--- config.mk ---
export PLATFORM = sky130hd
export DESIGN_NAME = ifi_core
export DESIGN_NICKNAME = d
export VERILOG_FILES = /design/src/inc/ifi_pkg.sv /design/src/logic/ifi_core.sv /design/src/logic/ifi_addr.sv
export SDC_FILE = /design/constraint.sdc
export NUM_CORES = 1
export LEC_CHECK = 0
export BUFFER_PORTS_ARGS = -buffer_cell sky130_fd_sc_hd__buf_4
export CORE_ASPECT_RATIO = 1.1
export CORE_UTILIZATION = 44
export DETAILED_ROUTE_END_ITERATION = 12
export PLACE_DENSITY = 0.71
export SYNTH_ARGS = -nofsm -noshare
export SYNTH_HDL_FRONTEND = slang
export SYNTH_HIERARCHICAL = 1
export SYNTH_SLANG_ARGS = --single-unit
--- constraint.sdc ---
create_clock -name mclk -period 2.1 [get_ports mclk]
set_clock_uncertainty 0.1 [all_clocks]
set_input_delay 0.315 -clock mclk [delete_from_list [all_inputs] [get_ports mclk]]
set_output_delay 0.315 -clock mclk [all_outputs]
set_load 0.05 [all_outputs]
--- src/inc/ifi_pkg.sv ---
package ifi_pkg;
   // opcode layout of the byte-oriented increment instructions
   localparam int          OPW          = 16;
   localparam int          OP_MSB       = 15;
   localparam int          OP_LSB       = 10;
   localparam int          DST_BIT      = 9;
   localparam int          BANK_BIT     = 8;
   localparam logic [5:0]  OPC_INC      = 6'h0a;
   localparam logic [5:0]  OPC_INCSZ    = 6'h0f;
   localparam logic [7:0]  IDX_LIMIT    = 8'h5f;
   localparam logic [3:0]  ACCESS_HI    = 4'h0;
   localparam logic [3:0]  ACCESS_SFR   = 4'hf;
   localparam logic [7:0]  ACCESS_SPLIT = 8'h60;
   localparam logic [7:0]  ONE8         = 8'h01;
   localparam logic [3:0]  ONE4         = 4'h1;
   localparam logic [11:0] ZERO12       = 12'h000;
   localparam logic [7:0]  ZERO8        = 8'h00;
   localparam logic [7:0]  SIGN_MASK    = 8'h80;
   // flag positions in the flag vector driven out by the core
   localparam int          FL_C         = 0;
   localparam int          FL_DC        = 1;
   localparam int          FL_Z         = 2;
   localparam int          FL_OV        = 3;
   localparam int          FL_N         = 4;
   localparam logic [4:0]  FLAGS_RST    = 5'h00;
   localparam logic [7:0]  ACC_RST      = 8'h00;

   // four quarter phases, gray along the cycle
   typedef enum logic [1:0] {
      IFI_Q1 = 2'b00,
      IFI_Q2 = 2'b01,
      IFI_Q3 = 2'b11,
      IFI_Q4 = 2'b10
   } ifi_q_t;
endpackage

--- src/logic/ifi_core.sv ---
`timescale 1ns/1ps
// Notes on behaviour
// - opcode 001010 increments operand by one
// - plain increment sets C DC N OV Z
// - opcode 001111 increments, flags stay unchanged
// - destination bit 0 accumulator, 1 memory
// - bank bit picks fast bank or banked
// - extended set, bank 0, addr<=5Fh: indexed
// - opcode 001111 zero result discards next, one nop cycle
// - two-word next instruction adds second nop
// - quarters: decode, read, compute, write
module ifi_core
   import ifi_pkg::*;
(
   input  wire logic                mclk,
   input  wire logic                rst,
   input  wire logic [OPW-1:0]      instr,
   input  wire logic                next_two_word,
   input  wire logic                ext_en,
   input  wire logic [3:0]          bank_select_register,
   input  wire logic [11:0]         index_base,
   input  wire logic [7:0]          mem_rdata,
   output logic      [11:0]         mem_addr,
   output logic                     mem_rd,
   output logic                     mem_wr,
   output logic      [7:0]          mem_wdata,
   output logic      [7:0]          acc,
   output logic      [4:0]          flags,
   output logic      [1:0]          qphase,
   output logic                     skipping,
   output logic                     instr_done
);
   // =========================================================
   // quarter sequencer
   ifi_q_t      q;
   ifi_q_t      next_q;
   logic [1:0]  skip_left;
   logic        is_inc;
   logic        is_incsz;
   logic        dst_mem;
   logic [7:0]  operand;
   logic [8:0]  sum;
   logic [11:0] eff_addr;

   function automatic logic [8:0] inc9(input logic [7:0] v);
      inc9 = {1'b0, v} + {1'b0, ONE8};
   endfunction

   always_comb begin
      unique case (q)
         IFI_Q1: next_q = IFI_Q2;
         IFI_Q2: next_q = IFI_Q3;
         IFI_Q3: next_q = IFI_Q4;
         IFI_Q4: next_q = IFI_Q1;
      endcase
   end

   always_ff @(posedge mclk) begin
      if (rst) begin
         q <= IFI_Q1;
      end else begin
         q <= next_q;
      end
   end

   always_ff @(posedge mclk) begin
      qphase <= q;
   end

   // =========================================================
   // decode in Q1, held for the cycle
   ifi_addr u_addr (
      .f_addr               (instr[7:0]),
      .bank_sel             (instr[BANK_BIT]),
      .ext_en               (ext_en),
      .bank_select_register (bank_select_register),
      .index_base           (index_base),
      .eff_addr             (eff_addr)
   );

   wire active = (skip_left == 2'h0);

   always_ff @(posedge mclk) begin
      if (rst) begin
         is_inc   <= 1'b0;
         is_incsz <= 1'b0;
         dst_mem  <= 1'b0;
         mem_addr <= ZERO12;
      end else if (q == IFI_Q1) begin
         is_inc   <= active && instr[OP_MSB:OP_LSB] == OPC_INC;
         is_incsz <= active && instr[OP_MSB:OP_LSB] == OPC_INCSZ;
         dst_mem  <= instr[DST_BIT];
         mem_addr <= eff_addr;
      end
   end

   wire exec = is_inc || is_incsz;

   // =========================================================
   // read in Q2, compute in Q3, write in Q4
   always_ff @(posedge mclk) begin
      if (rst) begin
         mem_rd  <= 1'b0;
         operand <= ZERO8;
         sum     <= 9'h000;
      end else begin
         // decode lands at the Q1 edge, so exec is only fresh from Q2
         mem_rd <= exec && q == IFI_Q2;
         if (q == IFI_Q2 && exec) begin
            operand <= mem_rdata;
         end
         if (q == IFI_Q3 && exec) begin
            sum <= inc9(operand);
         end
      end
   end

   wire wr_q = (q == IFI_Q4) && exec;

   always_ff @(posedge mclk) begin
      if (rst) begin
         mem_wr    <= 1'b0;
         mem_wdata <= ZERO8;
         acc       <= ACC_RST;
      end else begin
         mem_wr <= wr_q && dst_mem;
         if (wr_q && dst_mem) begin
            mem_wdata <= sum[7:0];
         end
         if (wr_q && !dst_mem) begin
            acc <= sum[7:0];
         end
      end
   end

   // operand low nibble all ones means a nibble carry out
   always_ff @(posedge mclk) begin
      if (rst) begin
         flags <= FLAGS_RST;
      end else if (wr_q && is_inc) begin
         flags[FL_C]  <= sum[8];
         flags[FL_DC] <= (operand[3:0] + ONE4) == 4'h0;
         flags[FL_Z]  <= sum[7:0] == ZERO8;
         flags[FL_N]  <= sum[7];
         // signed overflow only when the result crosses into the sign bit
         flags[FL_OV] <= sum[7:0] == SIGN_MASK;
      end
   end

   // =========================================================
   // skip control: nop cycles replace the fetched instruction
   always_ff @(posedge mclk) begin
      if (rst) begin
         skip_left <= 2'h0;
      end else if (wr_q && is_incsz && sum[7:0] == ZERO8) begin
         skip_left <= next_two_word ? 2'h2 : 2'h1;
      end else if (q == IFI_Q4 && !active) begin
         skip_left <= skip_left - 2'h1;
      end
   end

   always_ff @(posedge mclk) begin
      if (rst) begin
         skipping   <= 1'b0;
         instr_done <= 1'b0;
      end else begin
         skipping   <= !active;
         instr_done <= q == IFI_Q4 && active;
      end
   end

   // =========================================================
   // checks
   chk_rd_in_q2: assert property (@(posedge mclk) disable iff (rst)
      mem_rd |-> $past(q) == IFI_Q2 && $past(exec))
      else $error("operand read outside second quarter");
   chk_wr_in_q4: assert property (@(posedge mclk) disable iff (rst)
      mem_wr |-> $past(q) == IFI_Q4 && $past(dst_mem))
      else $error("memory write outside fourth quarter");
   chk_incsz_flags: assert property (@(posedge mclk) disable iff (rst)
      $past(is_incsz) && !$past(is_inc) |-> $stable(flags))
      else $error("skip increment changed flags");
   chk_wrap_zero: assert property (@(posedge mclk) disable iff (rst)
      wr_q && is_inc && operand == 8'hff |=>
      flags[FL_Z] && flags[FL_C])
      else $error("wrap did not set zero and carry");
   chk_sum_plus1: assert property (@(posedge mclk) disable iff (rst)
      q == IFI_Q3 && exec |=> sum == {1'b0, operand} + 9'h001)
      else $error("result is not operand plus one");
   chk_skip_one: assert property (@(posedge mclk) disable iff (rst)
      wr_q && is_incsz && sum[7:0] == ZERO8 && !next_two_word
      |=> skip_left == 2'd1)
      else $error("single skip not armed");
   chk_skip_two: assert property (@(posedge mclk) disable iff (rst)
      wr_q && is_incsz && sum[7:0] == ZERO8 && next_two_word
      |=> skip_left == 2'd2)
      else $error("double skip not armed");
   chk_nop_quiet: assert property (@(posedge mclk) disable iff (rst)
      !active && q != IFI_Q1 |-> !exec)
      else $error("skipped cycle executed");
   chk_acc_write: assert property (@(posedge mclk) disable iff (rst)
      wr_q && !dst_mem |=> acc == $past(sum[7:0]))
      else $error("accumulator not written");
   chk_bank_addr: assert property (@(posedge mclk) disable iff (rst)
      q == IFI_Q1 && instr[BANK_BIT] |=>
      mem_addr[11:8] == $past(bank_select_register))
      else $error("banked address wrong");

   cov_inc: cover property (@(posedge mclk) wr_q && is_inc);
   cov_skip1: cover property (@(posedge mclk)
      skip_left == 2'd1 ##4 skip_left == 2'd0);
   cov_skip2: cover property (@(posedge mclk) skip_left == 2'd2);
   cov_idx: cover property (@(posedge mclk)
      q == IFI_Q1 && ext_en && !instr[BANK_BIT]
      && instr[7:0] <= IDX_LIMIT);
endmodule

--- src/logic/ifi_addr.sv ---
`timescale 1ns/1ps
module ifi_addr
   import ifi_pkg::*;
(
   input  wire logic [7:0]  f_addr,
   input  wire logic        bank_sel,
   input  wire logic        ext_en,
   input  wire logic [3:0]  bank_select_register,
   input  wire logic [11:0] index_base,
   output logic      [11:0] eff_addr
);
   always_comb begin
      if (bank_sel) begin
         eff_addr = {bank_select_register, f_addr};
      end else if (ext_en && f_addr <= IDX_LIMIT) begin
         eff_addr = index_base + {4'h0, f_addr};
      end else if (f_addr < ACCESS_SPLIT) begin
         eff_addr = {ACCESS_HI, f_addr};
      end else begin
         eff_addr = {ACCESS_SFR, f_addr};
      end
   end
endmodule

==> flow_metrics.tcl <==
set metrics [dict create \
    cts_buffer_depth 2 \
    intPower_uw 1985 \
    fmax_ghz 0.5244 \
    holdCritPathClass "in -> reg" \
    netlist_top_cells_area "dfxtp_1 40%, a21oi_1 8.4%, nand2_1 6.1%, o21ai_0 4.3%, ha_1 4.0%" \
    tritoncts "built" \
    hp-start "instr[9]" \
    cts_post_setup_buffers_inserted 0 \
    antennaDiodeCount 0 \
    grt_util_all_layers_pct 23.53 \
    status "finished, final reports clean" \
    cpPeakStageDelay_ns 0.37 \
    data_arrival_critical_path_ns 2.08 \
    viasPerCell 5.621 \
    fin_crit_sh_pct 90.81 \
    cts_root_buffer "clkbuf_8" \
    worst_pin_slew_ns 1.223 \
    worst_setup_path_end_kind "flop" \
    syn-cell-area_sq_um 3147 \
    clock-sinks 63 \
    grt_start_max_net_pins 29 \
    critical_path_required_ns 2.27 \
    p_leak_uw 0.001652 \
    cts-hold-fix-buffers 0 \
    io_buffers 82 \
    synth-async-reset-ratio_pct 0 \
    total_power_uw 2722 \
    synth_top_area_cell "dfxtp_1" \
    finalNonFillerCells 560 \
    detail_route.drc_violations 0 \
    grt_pass1_vias 2948 \
    setup.worst_path.class "in -> reg" \
    postRouteWirelength_microns 8049 \
    fp.dieArea_sq_um 7494 \
    initial_utilization_pct 46.63 \
    drt-initial-drc-count 176 \
    startpoint "instr[0]" \
    detailed_place.area_sq_um 3880 \
    hold_viol 0 \
    placement_rows 31 \
    power_density_nw_per_um2 667.9 \
    sequentialPowerShare_pct 45.4 \
    synthesis.instances 391 \
    global_route.overflow_total 0 \
    die_w_microns 82.63 \
    power.share.combinational_pct 16.9 \
    cpLargestDelayFamily "compound AO/OA/AOI/OAI gates" \
    startpoint_type "input pin" \
    clkTransAtPathRegs_ns 0.06 \
    ports 83 \
    numCtsBuffers 9 \
    cpMaxStageDelayCell "fa_1" \
    dpl.cell_count 544 \
    synth-seq-cells 63 \
    drt-wirelength-per-cell_microns 14.37 \
    die_y_microns 90.70 \
    post_dp_hpwl_microns 5800 \
    drt_pass1_iterations 4 \
    gp_congestion 0.8536 \
    fill_count 659 \
    layout.area.seq_sq_um 1261 \
    cts_max_level 3 \
    synth_top_cell_area_share_pct 40.08 \
    crit_path_cell_trace "buf_4, ha_1, inv_1, fa_1, nand2b_1, a21oi_2, o2111ai_1, xor2_1, a21oi_1, nand2_1, a21oi_1" \
    place_ws_ns -0.2071 \
    number_of_max_cap_violations 0 \
    min_period_ns 1.907 \
    rsz0062_at_grt "no" \
    seq_area_frac_synth_pct 40.08 \
    netSwitchingFraction_pct 27.06 \
    maxSlewViolCount 0 \
    final_core_util_pct 60.38 \
    count_of_warnings_emitted_by_yosys 6 \
    critPathMostFrequentCell "a21oi_1" \
    area.growth.synth_to_final_pct 29.50 \
    worstSkewPairLatency_ns 0.34 \
    setup-violations-final 0 \
    antenna_violations_before_repair 0 \
    timing.final.ws_setup_ns 0.1930 \
    post_route_cells_drive_above_1_share_pct 25.10 \
    p_clk_share_pct 37.7 \
    p_sw_uw 736.5 \
    regToRegStartpoint "is_inc" \
    number_of_synthesized_flops_with_an_enable_pin 0 \
    num_vias 3148 \
    multi_input_comb_area_sq_um 1724 \
    grt_pass1_wl_microns 13680 \
    synth_fp_nets 446 \
    maxSlewHeadroom_pct 18.19 \
    most_common_flop_cell_mapped_by_yosys "dfxtp_1" \
    post-route-cell-area_sq_um 4075 \
    worst_path_maximum_fanout 3 \
    post_synth.cell_area_avg_sq_um 8.048 \
    fp.coreArea_sq_um 6749 \
    worst-r2r-setup-slack_ns 0.23 \
    worst-path-buf-inv 2 \
    vdd_ir_drop_max_uv 557.1 \
    post_synth_num_cell_types 51 \
    antenna_violating_nets_post_route 0 \
    nNetsFinal 528 \
]
[timing repair]
action / 4_1_cts / 5_1_grt
endpoints found under the setup margin: 0 / 1
resized for setup: 0 / 1
endpoints found under the hold margin: 0 / 0
[cell type report]
| type | instances | area share (%) |
|---|---|---|
| sequential | 63 | 30.95 |
| timing repair buffer | 100 | 18.42 |
| inverter | 12 | 1.105 |
| tap | 82 | 2.518 |
| clock buffer | 13 | 3.654 |
| clock inverter | 3 | 1.044 |
| multi-input combinational | 287 | 42.31 |
[layout by cell type, fill, tap and decap left out, drive strengths merged, types with 3 or more instances in the layout]
cell	Yosys	final
nor3	3	3
or3	5	5
or4	3	3
a31oi	4	4
xor2	7	7
mux2i	3	3
buf	10	100
xnor2	4	4
a21oi	53	53
o31ai	17	17
nor4	3	3
a21o	3	3
nand3	18	18
nor2	12	12
o21ai	28	28
inv	10	10
nand2	52	52
clkbuf	19	13
o21a	3	3
nand4	20	20
a211oi	4	4
clkinv	2	3
dfxtp	63	63
o211ai	5	5
nand2b	5	5
ha	10	10
[stage by stage]
stage,hold WS [ns],setup TNS [ns]
4_1_cts,0.1077,0
6_report,0.1290,0
3_3_place_gp,0.3029,-0.3768
2_1_floorplan,0.2412,0
3_5_place_dp,0.3040,-0.7554
5_1_grt,0.1113,0
[worst reg2reg max path, cell delays in order, from the launching register on]
cell and delay (ns):
dfxtp_1 0.39, nor2_1 0.95, o31ai_1 0.18, a21oi_1 0.18
[per-layer routing]
layer	GRT usage [%]	part of all wire [%]	vias up
met3	6.667	5.8	10
li1	-	-	1593
met5	0	0	-
met1	32.17	46	1457
met2	35.47	47	88
met4	7.040	1.2	0
[kinds of logic after synthesis]
family          after synthesis  share of synthesized area (%)
compound gates              128                          24.73
xor+xnor                     11                          3.062
fa+ha+maj                    11                          4.612
buf+inv                      41                          5.249
flops                        63                          40.08
mux                           4                          1.312
simple gates                133                          20.95
[sequential cells by signal, indices dropped and copies added (netlist names), 2 cells and up]
register and flops:
acc 8, qphase 2, q 2, skip_left 2, mem_wdata 8, operand 8, sum 9, mem_addr 12
flags 5
[power by group through the flow]
| stage | sequential, uW | clock [uW] | combinational [uW] |
|---|---|---|---|
| 2_1_floorplan | 1330 | 0 | 208 |
| 3_3_place_gp | 1260 | 0 | 451 |
| 3_5_place_dp | 1260 | 0 | 458 |
| 4_1_cts | 1240 | 1050 | 460 |
| 5_1_grt | 1240 | 1110 | 506 |
| 6_report | 1240 | 1030 | 460 |
[cell usage after synthesis, types with 4 or more instances]
cell type,count
buf_2,8
xor2_1,7
nand4_1,20
o21ai_0,27
clkbuf_1,18
nor2_1,12
o211ai_1,5
nand2b_1,5
dfxtp_1,63
ha_1,10
o31ai_1,16
xnor2_1,4
a31oi_1,4
or3_1,5
nand3_1,18
nand2_1,51
inv_1,10
a21oi_1,53
[path summary, 6_finish.rpt]
check,cells after the start,end
max,11,mem_addr[10]
min,3,dst_mem
max reg2reg,3,mem_wdata[0]
min reg2reg,0,qphase[1]
Power figures use the tool's default switching activity.
